$ cat src/pspc_pkg.sv
`default_nettype none
package pspc_pkg;
  localparam int PSPC_PORTS = 6;
  localparam int PSPC_DBG_TAPS = 6;
  localparam int PSPC_CLK_HZ = 40000000;
  // Self-configuration run time after user reset release
  localparam int PSPC_CFG_TIME_US = 100;
  localparam int PSPC_CFG_CYCLES = (PSPC_CFG_TIME_US * (PSPC_CLK_HZ / 1000000));
  // Supply settle time before power-good rises
  localparam int PSPC_PWR_TIME_US = 10;
  localparam int PSPC_PWR_CYCLES = (PSPC_PWR_TIME_US * (PSPC_CLK_HZ / 1000000));
  localparam int PSPC_CNT_W = 16;
  localparam logic [5:0] PSPC_PORT_RST = 6'h00;
  localparam logic [5:0] PSPC_PRESENT_RST = 6'h3F;
  // Tap counter gate: one millisecond of socket clock
  localparam int PSPC_GATE_CYCLES = PSPC_CLK_HZ / 1000;
  localparam logic PSPC_BIT_RST = 1'b0;

  typedef struct packed {
    logic [PSPC_PORTS-1:0] port_good;
    logic [PSPC_PORTS-1:0] optical_good;
  } pspc_power_s;

  typedef struct packed {
    logic [PSPC_PORTS-1:0] line_out;
    logic [PSPC_PORTS-1:0] line_oe_n;
  } pspc_od_s;

  typedef enum logic [1:0] {
    PSPC_CFG_IDLE = 2'b00,
    PSPC_CFG_RUN = 2'b01,
    PSPC_CFG_DONE = 2'b10
  } pspc_cfg_e;
endpackage
`default_nettype wire

$ cat src/pspc_sideband.sv
// Behaviour
// - Two-wire lines only pulled low or released
// - Active-low module-present per port
// - Synchronized, filtered PLL-locked status output
// - Refclocks valid only when input valid, locked
// - Six debug clock taps measured by counters
// - Config done rises when self-config finishes
// - User reset falling restarts self-configuration
// - Port good while supply enabled, drops on fault
// - Optical good while enabled, drops on fault
// - Free-running 40 MHz socket clock domain
`default_nettype none
module pspc_sideband
  import pspc_pkg::*;
#(
  parameter int CFG_CYCLES = PSPC_CFG_CYCLES
) (
  input wire logic clk,
  input wire logic resetn,
  input wire logic user_logic_reset,
  input wire logic [pspc_pkg::PSPC_PORTS-1:0] port_supply_enable,
  input wire logic [pspc_pkg::PSPC_PORTS-1:0] optical_supply_enable,
  input wire logic [pspc_pkg::PSPC_PORTS-1:0] over_power_fault,
  input wire logic [pspc_pkg::PSPC_PORTS-1:0] module_attached,
  input wire logic ref_input_valid,
  input wire logic ref_pll_lock_raw,
  input wire logic [pspc_pkg::PSPC_DBG_TAPS-1:0] debug_clock_taps,
  input wire logic front_config_ready,
  input wire logic [pspc_pkg::PSPC_PORTS-1:0] mdc_user_out,
  input wire logic [pspc_pkg::PSPC_PORTS-1:0] mdc_user_oe_n,
  input wire logic [pspc_pkg::PSPC_PORTS-1:0] mdd_user_out,
  input wire logic [pspc_pkg::PSPC_PORTS-1:0] mdd_user_oe_n,
  input wire logic [pspc_pkg::PSPC_PORTS-1:0] module_def_clock_in,
  input wire logic [pspc_pkg::PSPC_PORTS-1:0] module_def_data_in,
  output logic [pspc_pkg::PSPC_PORTS-1:0] module_def_clock_out,
  output logic [pspc_pkg::PSPC_PORTS-1:0] module_def_clock_oe_n,
  output logic [pspc_pkg::PSPC_PORTS-1:0] module_def_data_out,
  output logic [pspc_pkg::PSPC_PORTS-1:0] module_def_data_oe_n,
  output logic [pspc_pkg::PSPC_PORTS-1:0] mdc_user_in,
  output logic [pspc_pkg::PSPC_PORTS-1:0] mdd_user_in,
  output logic [pspc_pkg::PSPC_PORTS-1:0] module_present_n,
  output logic ref_pll_locked,
  output logic ref_clocks_valid,
  output logic front_config_done,
  output logic front_config_prepare,
  output logic [pspc_pkg::PSPC_PORTS-1:0] port_supply_good,
  output logic [pspc_pkg::PSPC_PORTS-1:0] optical_supply_good,
  output logic [pspc_pkg::PSPC_DBG_TAPS*pspc_pkg::PSPC_CNT_W-1:0] debug_tap_counts
);
  import pspc_pkg::*;

  // Three-stage capture; a change counts when stages two and three agree
  logic [2:0] pll_sync_reg;
  logic [2:0] refv_sync_reg;
  logic [2:0] ursel_sync_reg;
  logic pll_reg;
  logic refv_reg;
  logic urst_reg;
  logic [PSPC_PORTS-1:0] attach_s1_reg, attach_s2_reg, attach_s3_reg;
  logic [PSPC_PORTS-1:0] present_n_reg;
  pspc_cfg_e cfg_reg, cfg_next;
  logic [PSPC_CNT_W-1:0] cfg_cnt_reg, cfg_cnt_next;
  pspc_power_s pwr_reg, pwr_next;
  logic [PSPC_CNT_W-1:0] port_cnt_reg [PSPC_PORTS];
  logic [PSPC_CNT_W-1:0] opt_cnt_reg [PSPC_PORTS];
  logic [PSPC_DBG_TAPS-1:0] tap_s1_reg, tap_s2_reg, tap_s3_reg;
  logic [PSPC_CNT_W-1:0] tap_cnt_reg [PSPC_DBG_TAPS];
  logic [PSPC_CNT_W-1:0] tap_cnt_out_reg [PSPC_DBG_TAPS];
  logic [PSPC_CNT_W-1:0] gate_cnt_reg;
  logic gate_end;

  function automatic logic [PSPC_CNT_W-1:0] pspc_settle(input logic en, input logic fault,
                                                       input logic [PSPC_CNT_W-1:0] cnt);
    pspc_settle = (!en || fault) ? '0 :
                  (cnt == PSPC_CNT_W'(PSPC_PWR_CYCLES)) ? cnt : cnt + 1'b1;
  endfunction

  always_ff @(posedge clk or negedge resetn) begin
    if (!resetn) begin
      pll_sync_reg <= '0;
      refv_sync_reg <= '0;
      // Filter starts at the held-reset level so a low input after reset reads as a fall
      ursel_sync_reg <= '1;
      pll_reg <= PSPC_BIT_RST;
      refv_reg <= PSPC_BIT_RST;
      urst_reg <= 1'b1;
      attach_s1_reg <= PSPC_PORT_RST;
      attach_s2_reg <= PSPC_PORT_RST;
      attach_s3_reg <= PSPC_PORT_RST;
      present_n_reg <= PSPC_PRESENT_RST;
    end else begin
      pll_sync_reg <= {pll_sync_reg[1:0], ref_pll_lock_raw};
      refv_sync_reg <= {refv_sync_reg[1:0], ref_input_valid};
      ursel_sync_reg <= {ursel_sync_reg[1:0], user_logic_reset};
      if (pll_sync_reg[1] == pll_sync_reg[2]) pll_reg <= pll_sync_reg[2];
      if (refv_sync_reg[1] == refv_sync_reg[2]) refv_reg <= refv_sync_reg[2];
      if (ursel_sync_reg[1] == ursel_sync_reg[2]) urst_reg <= ursel_sync_reg[2];
      attach_s1_reg <= module_attached;
      attach_s2_reg <= attach_s1_reg;
      attach_s3_reg <= attach_s2_reg;
      for (int i = 0; i < PSPC_PORTS; i++) begin
        if (attach_s2_reg[i] == attach_s3_reg[i]) present_n_reg[i] <= !attach_s3_reg[i];
      end
    end
  end

  assign ref_pll_locked = pll_reg;
  assign ref_clocks_valid = refv_reg & pll_reg;
  assign module_present_n = present_n_reg;

  // Self-configuration sequencer
  // Level start, not edge: a user reset held low from power-up still configures
  always_comb begin
    cfg_next = cfg_reg;
    cfg_cnt_next = cfg_cnt_reg;
    unique case (cfg_reg)
      PSPC_CFG_IDLE: begin
        if (!urst_reg) begin
          cfg_next = PSPC_CFG_RUN;
          cfg_cnt_next = '0;
        end
      end
      PSPC_CFG_RUN: begin
        if (urst_reg) cfg_next = PSPC_CFG_IDLE;
        else if (cfg_cnt_reg == PSPC_CNT_W'(CFG_CYCLES - 1)) cfg_next = PSPC_CFG_DONE;
        else cfg_cnt_next = cfg_cnt_reg + 1'b1;
      end
      PSPC_CFG_DONE: begin
        if (urst_reg) cfg_next = PSPC_CFG_IDLE;
      end
      default: cfg_next = PSPC_CFG_IDLE;
    endcase
  end

  // Power supplies: good after settle time, dropped on over-power
  // A fault clears the settle count, so recovery always waits the full settle time
  always_comb begin
    pwr_next = pwr_reg;
    for (int i = 0; i < PSPC_PORTS; i++) begin
      pwr_next.port_good[i] = port_supply_enable[i] && !over_power_fault[i] &&
                              port_cnt_reg[i] == PSPC_CNT_W'(PSPC_PWR_CYCLES);
      pwr_next.optical_good[i] = optical_supply_enable[i] && !over_power_fault[i] &&
                                 opt_cnt_reg[i] == PSPC_CNT_W'(PSPC_PWR_CYCLES);
    end
  end

  // Gate length sets the unit of the counts: rising edges per millisecond
  assign gate_end = (gate_cnt_reg == PSPC_CNT_W'(PSPC_GATE_CYCLES - 1));

  always_ff @(posedge clk or negedge resetn) begin
    if (!resetn) begin
      cfg_reg <= PSPC_CFG_IDLE;
      cfg_cnt_reg <= '0;
      pwr_reg <= '0;
      gate_cnt_reg <= '0;
      tap_s1_reg <= '0;
      tap_s2_reg <= '0;
      tap_s3_reg <= '0;
      for (int i = 0; i < PSPC_PORTS; i++) begin
        port_cnt_reg[i] <= '0;
        opt_cnt_reg[i] <= '0;
      end
      for (int i = 0; i < PSPC_DBG_TAPS; i++) begin
        tap_cnt_reg[i] <= '0;
        tap_cnt_out_reg[i] <= '0;
      end
    end else begin
      cfg_reg <= cfg_next;
      cfg_cnt_reg <= cfg_cnt_next;
      pwr_reg <= pwr_next;
      for (int i = 0; i < PSPC_PORTS; i++) begin
        port_cnt_reg[i] <= pspc_settle(port_supply_enable[i], over_power_fault[i], port_cnt_reg[i]);
        opt_cnt_reg[i] <= pspc_settle(optical_supply_enable[i], over_power_fault[i], opt_cnt_reg[i]);
      end
      // Sampled tap counter: only resolves taps below half the socket clock
      gate_cnt_reg <= gate_end ? '0 : gate_cnt_reg + 1'b1;
      tap_s1_reg <= debug_clock_taps;
      tap_s2_reg <= tap_s1_reg;
      tap_s3_reg <= tap_s2_reg;
      for (int i = 0; i < PSPC_DBG_TAPS; i++) begin
        if (gate_end) begin
          tap_cnt_out_reg[i] <= tap_cnt_reg[i];
          tap_cnt_reg[i] <= '0;
        end else if (tap_s2_reg[i] && !tap_s3_reg[i]) begin
          tap_cnt_reg[i] <= tap_cnt_reg[i] + 1'b1;
        end
      end
    end
  end

  assign front_config_done = (cfg_reg == PSPC_CFG_DONE);
  // Reserved handshake: prepare stands after configuration until ready answers
  assign front_config_prepare = front_config_done & ~front_config_ready;
  assign port_supply_good = pwr_reg.port_good;
  assign optical_supply_good = pwr_reg.optical_good;

  genvar g;
  generate
    for (g = 0; g < PSPC_DBG_TAPS; g++) begin : g_tap
      assign debug_tap_counts[g*PSPC_CNT_W +: PSPC_CNT_W] = tap_cnt_out_reg[g];
    end
  endgenerate

  // Device side of the link only ever pulls low; disabled while port supply is off
  assign module_def_clock_out = '0;
  assign module_def_data_out = '0;
  assign module_def_clock_oe_n = ~(port_supply_enable & ~mdc_user_oe_n & ~mdc_user_out);
  assign module_def_data_oe_n = ~(port_supply_enable & ~mdd_user_oe_n & ~mdd_user_out);
  // Reads are forced high while unpowered so user logic sees an idle bus
  assign mdc_user_in = module_def_clock_in | ~port_supply_enable;
  assign mdd_user_in = module_def_data_in | ~port_supply_enable;
endmodule
`default_nettype wire

$ cat config.mk
export PLATFORM = sky130hd
export DESIGN_NAME = pspc_sideband
export DESIGN_NICKNAME = d
export VERILOG_FILES = /design/src/pspc_pkg.sv /design/src/pspc_sideband.sv
export SDC_FILE = /design/constraint.sdc
export NUM_CORES = 1
export LEC_CHECK = 0
export BUFFER_PORTS_ARGS = -buffer_cell sky130_fd_sc_hd__clkbuf_2
export CORE_ASPECT_RATIO = 2
export CORE_UTILIZATION = 25
export DETAILED_ROUTE_END_ITERATION = 10
export PLACE_DENSITY = 0.42
export SLEW_MARGIN = 0
export SYNTH_ARGS = -nofsm -noshare
export SYNTH_HDL_FRONTEND = slang
export SYNTH_SLANG_ARGS = --single-unit
$ cat constraint.sdc
create_clock -name clk -period 3.8 [get_ports clk]
set_clock_uncertainty 0.15 [all_clocks]
set_input_delay 0.38 -clock clk [delete_from_list [all_inputs] [get_ports clk]]
set_output_delay 0.38 -clock clk [all_outputs]
set_load 0.005 [all_outputs]
# After elaboration in Yosys (flattened, before gate mapping)
# Index checks and enable logic that the tools add are counted.
dict set report totals {
  memories 0
  out_inout_bits 154
  reg_bits 484
  latch_bits 0
  mem_bits_rw 0
  inputBits 72
  rom_bits 0
}
dict set report classes {
  n_eq_ne 42
  muxes 46
  mul 0
  shifts 0
  n_lt_le_gt_ge 0
  addsub 20
  n_reduce_logical 82
  div_mod_pow 0
  bitwise 16
}
# cell n
set ops {}
lappend ops {{two-way mux 16 bit} 40}
lappend ops {{adder 16 x 1 -> 16 bit, second input constant} 20}
lappend ops {{== test 16 x 9 -> 1 bit, second input constant} 12}
lappend ops {{inverter 6 bit} 7}
lappend ops {{one-hot mux 16 bit (2 select lines)} 1}
lappend ops {{logical AND 1 bit} 30}
lappend ops {{logical NOT 1 bit} 30}
lappend ops {{inequality test 2 bit, second input constant} 15}
lappend ops {{AND 6 bit} 4}
lappend ops {{== test 16 x 12 -> 1 bit, second input constant} 1}
lappend ops {{== test 16 bit, second input constant} 1}
lappend ops {{nonzero test 2 bit} 7}
lappend ops {{logical OR 1 bit} 12}
lappend ops {{bitwise OR 6 bit} 2}
lappend ops {{== test 1 bit} 9}
lappend ops {{two-way mux 2 bit} 4}
lappend ops {{one-hot mux 2 bit (3 select lines)} 1}
lappend ops {{AND reduction 4 bit} 1}
lappend ops {{inequality test 3 bit, second input constant} 1}
lappend ops {{AND reduction 3 bit} 1}
lappend ops {{AND 1 bit} 2}
lappend ops {{== test 2 x 1 -> 1 bit, second input constant} 1}
lappend ops {{== test 2 bit, second input constant} 1}
lappend ops {{logical NOT 2 bit} 1}
lappend ops {{other kinds (2)} 2}

# Longest topological paths before layout
# Gate-level depths: netlist (run 1).
dict set report depth {
  ltp_word 4
  ltp_mapped 8
  ltp_nobuf 6
}

# Least setup slack after synthesis (run 1)
# Ideal clock, no wire load.
dict set report synth_timing {
  path_type {register -> register}
  startpoint {register cfg_reg[1]}
  endpoint {register cfg_cnt_reg[15]}
  required_time_ns 3.572
  setup_ns 0.078
  arrival_ns 1.731
  synth_period_minus_slack_ns 1.959
  slack_ns 1.841
  stages_incl_launch_ff 6
  cell_sequence {dfrtp_1 -> or2_1 -> buf_2 -> or4_4 -> or3_1 -> a21oi_1}
}
dict set report synth_between {
  elab_chain_len 3
  word_cells_on_any_way 8
}
# element line
set synth_lines {}
lappend synth_lines {{from (decl)} pspc_sideband.sv:61} ;# pspc_cfg_e cfg_reg, cfg_next;
lappend synth_lines {{from (signal assigned)} pspc_sideband.sv:168} ;# cfg_reg <= cfg_next;
lappend synth_lines {{== test 2 x 1 -> 1 bit or logical NOT 2 bit (tied branches)} pspc_sideband.sv:116} ;# unique case (cfg_reg)
lappend synth_lines {{inequality test 2 bit (no source line) or nonzero test 2 bit (tied branches)} n/a}
lappend synth_lines {{AND reduction 4 bit (no source line)} n/a}
lappend synth_lines {{to (signal assigned)} pspc_sideband.sv:169} ;# cfg_cnt_reg <= cfg_cnt_next;
lappend synth_lines {{to (decl)} pspc_sideband.sv:62} ;# logic [PSPC_CNT_W-1:0] cfg_cnt_reg, cfg_cnt_next;
# Parallel ways exist; a longest one is shown, timed or not.
# A chain may end at the register's enable or synchronous reset.

# Final worst setup path (run 1)
dict set report layout_timing {
  startpoint {register gate_cnt_reg[8]}
  endpoint {register tap_cnt_out_reg (netlist bit debug_tap_counts[70])}
}
dict set report layout_between {
  elab_chain_len 1
}
# element line
set layout_lines {}
lappend layout_lines {{from (decl)} pspc_sideband.sv:69} ;# logic [PSPC_CNT_W-1:0] gate_cnt_reg;
lappend layout_lines {{from (signal assigned)} pspc_sideband.sv:176} ;# gate_cnt_reg <= gate_end ? '0 : gate_cnt_reg + 1'b1;
lappend layout_lines {{== test 16 bit} pspc_sideband.sv:148} ;# assign gate_end = (gate_cnt_reg == PSPC_CNT_W'(PSPC_GATE_CYCLES - 1));
lappend layout_lines {{to (signal, indexed assignment)} pspc_sideband.sv:182} ;# tap_cnt_out_reg[i] <= tap_cnt_reg[i];
lappend layout_lines {{to (decl)} pspc_sideband.sv:68} ;# logic [PSPC_CNT_W-1:0] tap_cnt_out_reg [PSPC_DBG_TAPS];
# No other way between the ends.

==> flow_summary.toml, run 1 <==
[yosys]
yosysUniqueCellTypes = 51
yosysTopAreaCell = "dfrtp_1"
seq_area_frac_synth_pct = 54.8
ys_warn_count = 0
avgSynthCellArea_sq_um = 9.81
synth.top_cell.area_share_pct = 53.6
syn_inst = 2256
synthesis.area_sq_um = 22100
synth-seq-cells = 484
async_reset_ff_share_pct = 100
synth.most_common_cell = "dfrtp_1"
synth_ff_type = "dfrtp_1"
synth_area_leaders = "dfrtp_1 54%, nand2_1 6.0%, nor2_1 4.5%, xnor2_1 4.4%, xor2_1 4.3%"
synth-edff-count = 0
synthTopCellsByCount = "474 x dfrtp_1, 356 x nand2_1, 268 x nor2_1, 110 x xnor2_1, 108 x xor2_1"

[critical_path]
path_common_cell = "nand2_1"
startpoint_type = "flop"
required_ps = 4180
critPathArrivalTime_ps = 2920
cpMaxStageDelayCell = "and4_4"
crit_type = "reg -> reg"
rr_startpoint = "gate_cnt_reg[8]$_DFF_PN0_"
cp_num_buf_inv = 1
cp_max_fo = 61
critPathTopFamily = "simple AND/OR/NAND/NOR gates"
cp-end-kind = "flop"
cpPeakStageDelay_ps = 870
crit_chain = "nor4b_1 -> and4_4 -> buf_12 -> nand2_1 -> nand2_1"
path_depth = 5
ff2ff_path_depth = 5
regToRegSetupSlack_ps = 1260
cp-startpoint = "gate_cnt_reg[8]$_DFF_PN0_"

[floorplan]
dieArea_sq_um = 89800
die_w_microns = 212
core_area_sq_um = 87900
die_h_microns = 423
rows = 154
ios = 226
start_util_pct = 25.2

[drt]
wl_mm = 55.9
drc_errors = 0
ant_nets = 0
vias = 16662
drt-initial-drc-count = 739
wire_per_inst_microns = 15.2
vias_per_cell = 4.52
dr.pass1.iters = 5

[sta]
setup_viol_count_final = 0
fin_crit_ps = 2540
worst_pin_slew_ps = 912
period_share_pct = 66.9
fin_setup_tns_ps = 0
slew_headroom_pct = 38.6
maxSlewViolCount = 0
rsz0062_at_grt = "false"
hold_viol = 0
fmax_mhz = 393

[placement]
dp_hpwl_mm = 38.9
place_congestion = 0.781
io_buffers = 213

[clock_network]
numCtsBuffers = 51
ctsHoldBuffers = 16
cts.path.max_buffers = 3
cts_setup_buffers = 0
clock_latency_ps = 610
htree_levels = 2
cts_root_buffer = "clkbuf_16"
cts_resized = 0
clk_pin_slew_worst_paths_ps = 60
cts_tree = "built"
cts.sinks = 484

[power]
p_comb_share_pct = 6.1
sequentialPowerShare_pct = 47.4
power_leakage_nw = 11.7
vdd_drop_max_uv = 348
switchingPower_w = 0.00306
power.internal_w = 0.00907
switching_share_pct = 25.2
p_per_area_nw_per_um2 = 458
p_clk_share_pct = 46.5

[grt]
track_usage_pct = 12.8
grt_pass1_vias = 17311
antenna_found_initial = 3
grt_start_max_net_pins = 99
gr-total-overflow = 0
grt_pass1_wl_mm = 92.5

[cells_and_area]
area_growth_pct = 19.7
fillers = 9260
final_util_pct = 30.2
drive_gt1_share_pct = 14.1
nets = 2576

[run]
maxCapViolCount = 0

[min_path]
min_path_cells = 4
hold_start = "over_power_fault[2]"
min_path_type = "in -> reg"

[status]
status = "finished clean"
## cells by family after synthesis
| group | synth area share (%) |
|---|---|
| compound gates | 4.29 |
| xor+xnor | 8.62 |
| fa+ha+maj | 1.94 |
| buf+inv | 3.01 |
| flops | 54.8 |
| mux | 0.961 |
| other cells | 0.0169 |
| simple gates | 26.4 |
## worst reg2reg max path: cells and delay by family (launching register included)
family | cells | cell delay (ps)
buffers and inverters | 1 | 330
DFF | 1 | 420
and+or+nand+nor | 4 | 1580
## path summary, 6_finish.rpt
check / endpoint
min: port_cnt_reg[57]$_DFFE_PN0N_
min reg2reg: refv_sync_reg[1]$_DFF_PN0_
max reg2reg: debug_tap_counts[70]$_DFFE_PN0N_
max: debug_tap_counts[70]$_DFFE_PN0N_
min in group asynchronous: tap_cnt_reg[20]$_DFFE_PN0P_
max in group asynchronous: module_present_n[1]$_DFFE_PN1N_
## layout by cell type (no fill, tap or decap), types with 20 or more instances in the layout
master	Yosys	layout
a21oi_1	73	73
and3_1	25	25
and4_1	25	24
clkbuf_16	0	51
clkbuf_2	0	212
dfrtp_1	474	474
ha_1	32	32
inv_1	71	71
nand2_1	356	356
nand2b_1	41	41
nand3_1	107	107
nand4_1	100	100
nor2_1	268	267
nor3_1	47	47
nor4_1	58	58
nor4bb_1	20	20
o21ai_0	59	59
or3_1	40	40
xnor2_1	110	110
xor2_1	108	108
## layer usage
| metal | part of all wire [%] | track usage, % | up-vias |
|---|---|---|---|
| met4 | 3.2 | 4.76 | 2 |
| met2 | 52 | 23.3 | 280 |
| met3 | 5.3 | 2.97 | 84 |
| li1 | - | - | 8107 |
| met5 | 0.016 | 0 | - |
| met1 | 39 | 14.2 | 8189 |
## through the flow
step / setup WS, ps / area, sq um / total power [W] / hold WS [ps] / cells
floorplan: 1840 / 22200 / 0.00620 / -65.6 / 2267
global placement: 1170 / 24500 / 0.00657 / 182 / 3573
detailed placement: 1170 / 24500 / 0.00660 / 186 / 3573
CTS: 1150 / 26500 / 0.0125 / 0.200 / 3682
global route: 991 / 26500 / 0.0128 / 64.7 / 3683
finish: 1260 / 26500 / 0.0121 / 72.9 / 3683
## layout make-up
cell class	instances	area (sq um)	share of cell area (%)
Multi-Input combinational cell	1623	9400	35.5
Sequential cell	484	12100	45.7
Clock inverter	30	463	1.75
Tap cell	1170	1460	5.52
Timing Repair Buffer	241	1390	5.24
Antenna cell	1	2.50	0.00944
Inverter	71	267	1.01
Clock buffer	63	1400	5.29
## power groups by stage
stage,logic (W),clock network (W),registers [W]
after floorplan,0.000495,0,0.00570
after global placement,0.000728,0,0.00584
after detailed placement,0.000751,0,0.00585
after CTS,0.000770,0.00594,0.00575
after global routing,0.000870,0.00609,0.00579
final,0.000737,0.00564,0.00575
Note: power is estimated with default switching activity, not from simulation.
==> run 2, diff against run 1 <==
--- a/config.mk
+++ b/config.mk
@@ -9,7 +9,7 @@
 export CORE_ASPECT_RATIO = 2
 export CORE_UTILIZATION = 25
 export DETAILED_ROUTE_END_ITERATION = 10
-export PLACE_DENSITY = 0.42
+export PLACE_DENSITY = 0.44
 export SLEW_MARGIN = 0
 export SYNTH_ARGS = -nofsm -noshare
 export SYNTH_HDL_FRONTEND = slang
==> constraint.sdc (replaced) <==
create_clock -name clk -period 2.2 [get_ports clk]
set_clock_uncertainty 0.15 [all_clocks]
set_input_delay 0.22 -clock clk [delete_from_list [all_inputs] [get_ports clk]]
set_output_delay 0.22 -clock clk [all_outputs]
set_load 0.005 [all_outputs]
==> run 2 against run 1 <==
- the flow now finishes with violations (DRC)
- via count is 1.8% higher
- critical endpoint is now cfg_cnt_reg[1]$_DFFE_PN0P_
- utilization increased by 0.32 points
- critical path type unchanged
- worst hold slack worse by 28 ps
- sequential power is 71% higher
==> flow_summary.toml, run 2 (synthesis results as in run 1) <==
[critical_path]
cpPeakStageDelay_ps = 570
critPathArrivalTime_ps = 2400
cp_num_buf_inv = 0
r2r-end = "cfg_cnt_reg[1]$_DFFE_PN0P_"
cpMaxStageDelayCell = "or4_1"
crit_type = "reg -> reg"
regToRegSetupSlack_ps = 170
crit_chain = "or4_1 -> nor4_4 -> a21oi_1 -> o22ai_1"
cp-end-kind = "flop"
cp-startpoint = "cfg_cnt_reg[12]$_DFFE_PN0P_"
ff2ff_path_depth = 4
startpoint_type = "flop"
cp_max_fo = 6
path_depth = 4
critPathTopFamily = "simple AND/OR/NAND/NOR gates"
required_ps = 2570
rr_startpoint = "cfg_cnt_reg[12]$_DFFE_PN0P_"

[placement]
post-place-ws_ps = 104
io_buffers = 213
dp_cells = 3610
dp_hpwl_mm = 39.6
place_congestion = 0.791

[cells_and_area]
mostFrequentLayoutCells = "474 x dfrtp_1, 356 x nand2_1, 267 x nor2_1"
fillers = 9205
nets = 2621
antenna_cells = 0
fin_cells = 3728
area_growth_pct = 21.0
seq_area_sq_um = 12100
multiInputGateArea_sq_um = 9410
drive_gt1_share_pct = 15.1
final_common_cell = "dfrtp_1"

[floorplan]
start_util_pct = 25.2
die_h_microns = 423
die_w_microns = 212
ios = 226
dieArea_sq_um = 89800
core_area_sq_um = 87900
rows = 154

[grt]
grt_start_max_net_pins = 71
track_usage_pct = 12.7
antenna_found_initial = 1
gr-total-overflow = 0
grt_pass1_vias = 17781
grt_pass1_wl_mm = 92.8

[drt]
vias_per_cell = 4.55
vias = 16958
drt-initial-drc-count = 798
wire_per_inst_microns = 15.1
dr.pass1.iters = 8
drc_errors = 1
ant_nets = 0
wl_mm = 56.3

[sta]
slew_headroom_pct = 47.0
worst_slack_ps = 170
setup_viol_count_final = 0
fmax_mhz = 493
period_share_pct = 92.3
worst_pin_slew_ps = 795
fin_crit_ps = 2030
fin_setup_tns_ps = 0
hold_ws_ps = 45.2
rsz0062_at_grt = "false"
hold_viol = 0
maxSlewViolCount = 0

[clock_network]
numCtsBuffers = 51
cts.sinks = 484
clock_latency_ps = 610
cts_tree = "built"
cts_root_buffer = "clkbuf_16"
cts.path.max_buffers = 3
htree_levels = 2
clk_pin_slew_worst_paths_ps = 70

[power]
p_comb_share_pct = 7.1
vdd_drop_max_uv = 595
sequentialPowerShare_pct = 48.8
switching_share_pct = 26.0
power_leakage_nw = 11.9
p_per_area_nw_per_um2 = 755
switchingPower_w = 0.00525
p_clk_share_pct = 44.2
power.internal_w = 0.0150

[min_path]
hold_start = "over_power_fault[1]"
min_path_cells = 3
min_path_type = "in -> reg"
min_to = "opt_cnt_reg[73]$_DFFE_PN0N_"

[run]
maxCapViolCount = 0

[status]
status = "finished, violations left"
violations = "DRC"
-- run 2: changes by cell type in the layout (fill, tap and decap cells not counted), sizes merged --
cell / previous run / this run
bufinv: 11 / 4
inv: 76 / 73
clkinv: 9 / 12
dlygate4sd3: 16 / 24
clkbuf: 275 / 283
buf: 13 / 50
diode: 1 / 0
-- run 2: tightest hold or removal path, delay by kind of cell --
| family | cells | cell delay [ps] |
|---|---|---|
| and+or+nand+nor | 2 | 460 |
| buffers and inverters | 1 | 80 |
-- run 2: final cells by class --
| class | instances | area share (%) |
|---|---|---|
| clock buffer | 71 | 5.35 |
| sequential | 484 | 45.3 |
| tap | 1170 | 5.46 |
| inverter | 71 | 0.995 |
| timing repair buffer | 286 | 6.85 |
| clock inverter | 23 | 0.962 |
| multi-input combinational | 1623 | 35.1 |
-- run 2: what timing repair did --
| item | 4_1_cts | 5_1_grt |
|---|---|---|
| hold endpoints to repair | 499 | 0 |
| gates resized for setup | 0 | 2 |
| buffers inserted | 0 | 0 |
| setup endpoints to repair | 0 | 83 |
| hold buffers | 24 | 0 |
-- run 2: stage by stage --
step	util (%)	cell area [sq um]	total power, W
floorplan	-	22200	0.0107
global placement	28.3	24800	0.0114
detailed placement	28.3	24800	0.0115
CTS	30.5	26800	0.0207
global route	30.5	26800	0.0213
finish	30.5	26800	0.0202
-- run 2: power groups by stage --
stage                     sequential [W]  clock, W  combinational (W)
after CTS                        0.00986   0.00936            0.00149
after floorplan                  0.00985         0           0.000855
after global routing             0.00993   0.00966            0.00166
after global placement            0.0100         0            0.00140
after detailed placement          0.0100         0            0.00144
final                            0.00986   0.00893            0.00143
-- run 2: worst max-delay path by stage --
stage	to	slack [ps]
5_1_grt	tap_cnt_reg[63]$_DFFE_PN0P_	30
3_3_place_gp	debug_tap_counts[37]$_DFFE_PN0N_	110
3_5_place_dp	debug_tap_counts[37]$_DFFE_PN0N_	100
6_report	cfg_cnt_reg[1]$_DFFE_PN0P_	170
4_1_cts	debug_tap_counts[37]$_DFFE_PN0N_	70
2_1_floorplan	cfg_cnt_reg[15]$_DFFE_PN0P_	240
-- run 2: metal layers --
layer	global-route usage [%]	share of wire [%]	vias up
li1	-	-	8199
met1	13.7	39	8383
met2	23.8	53	287
met3	2.89	5.1	87
met4	4.66	3.0	2
met5	0	0.021	-
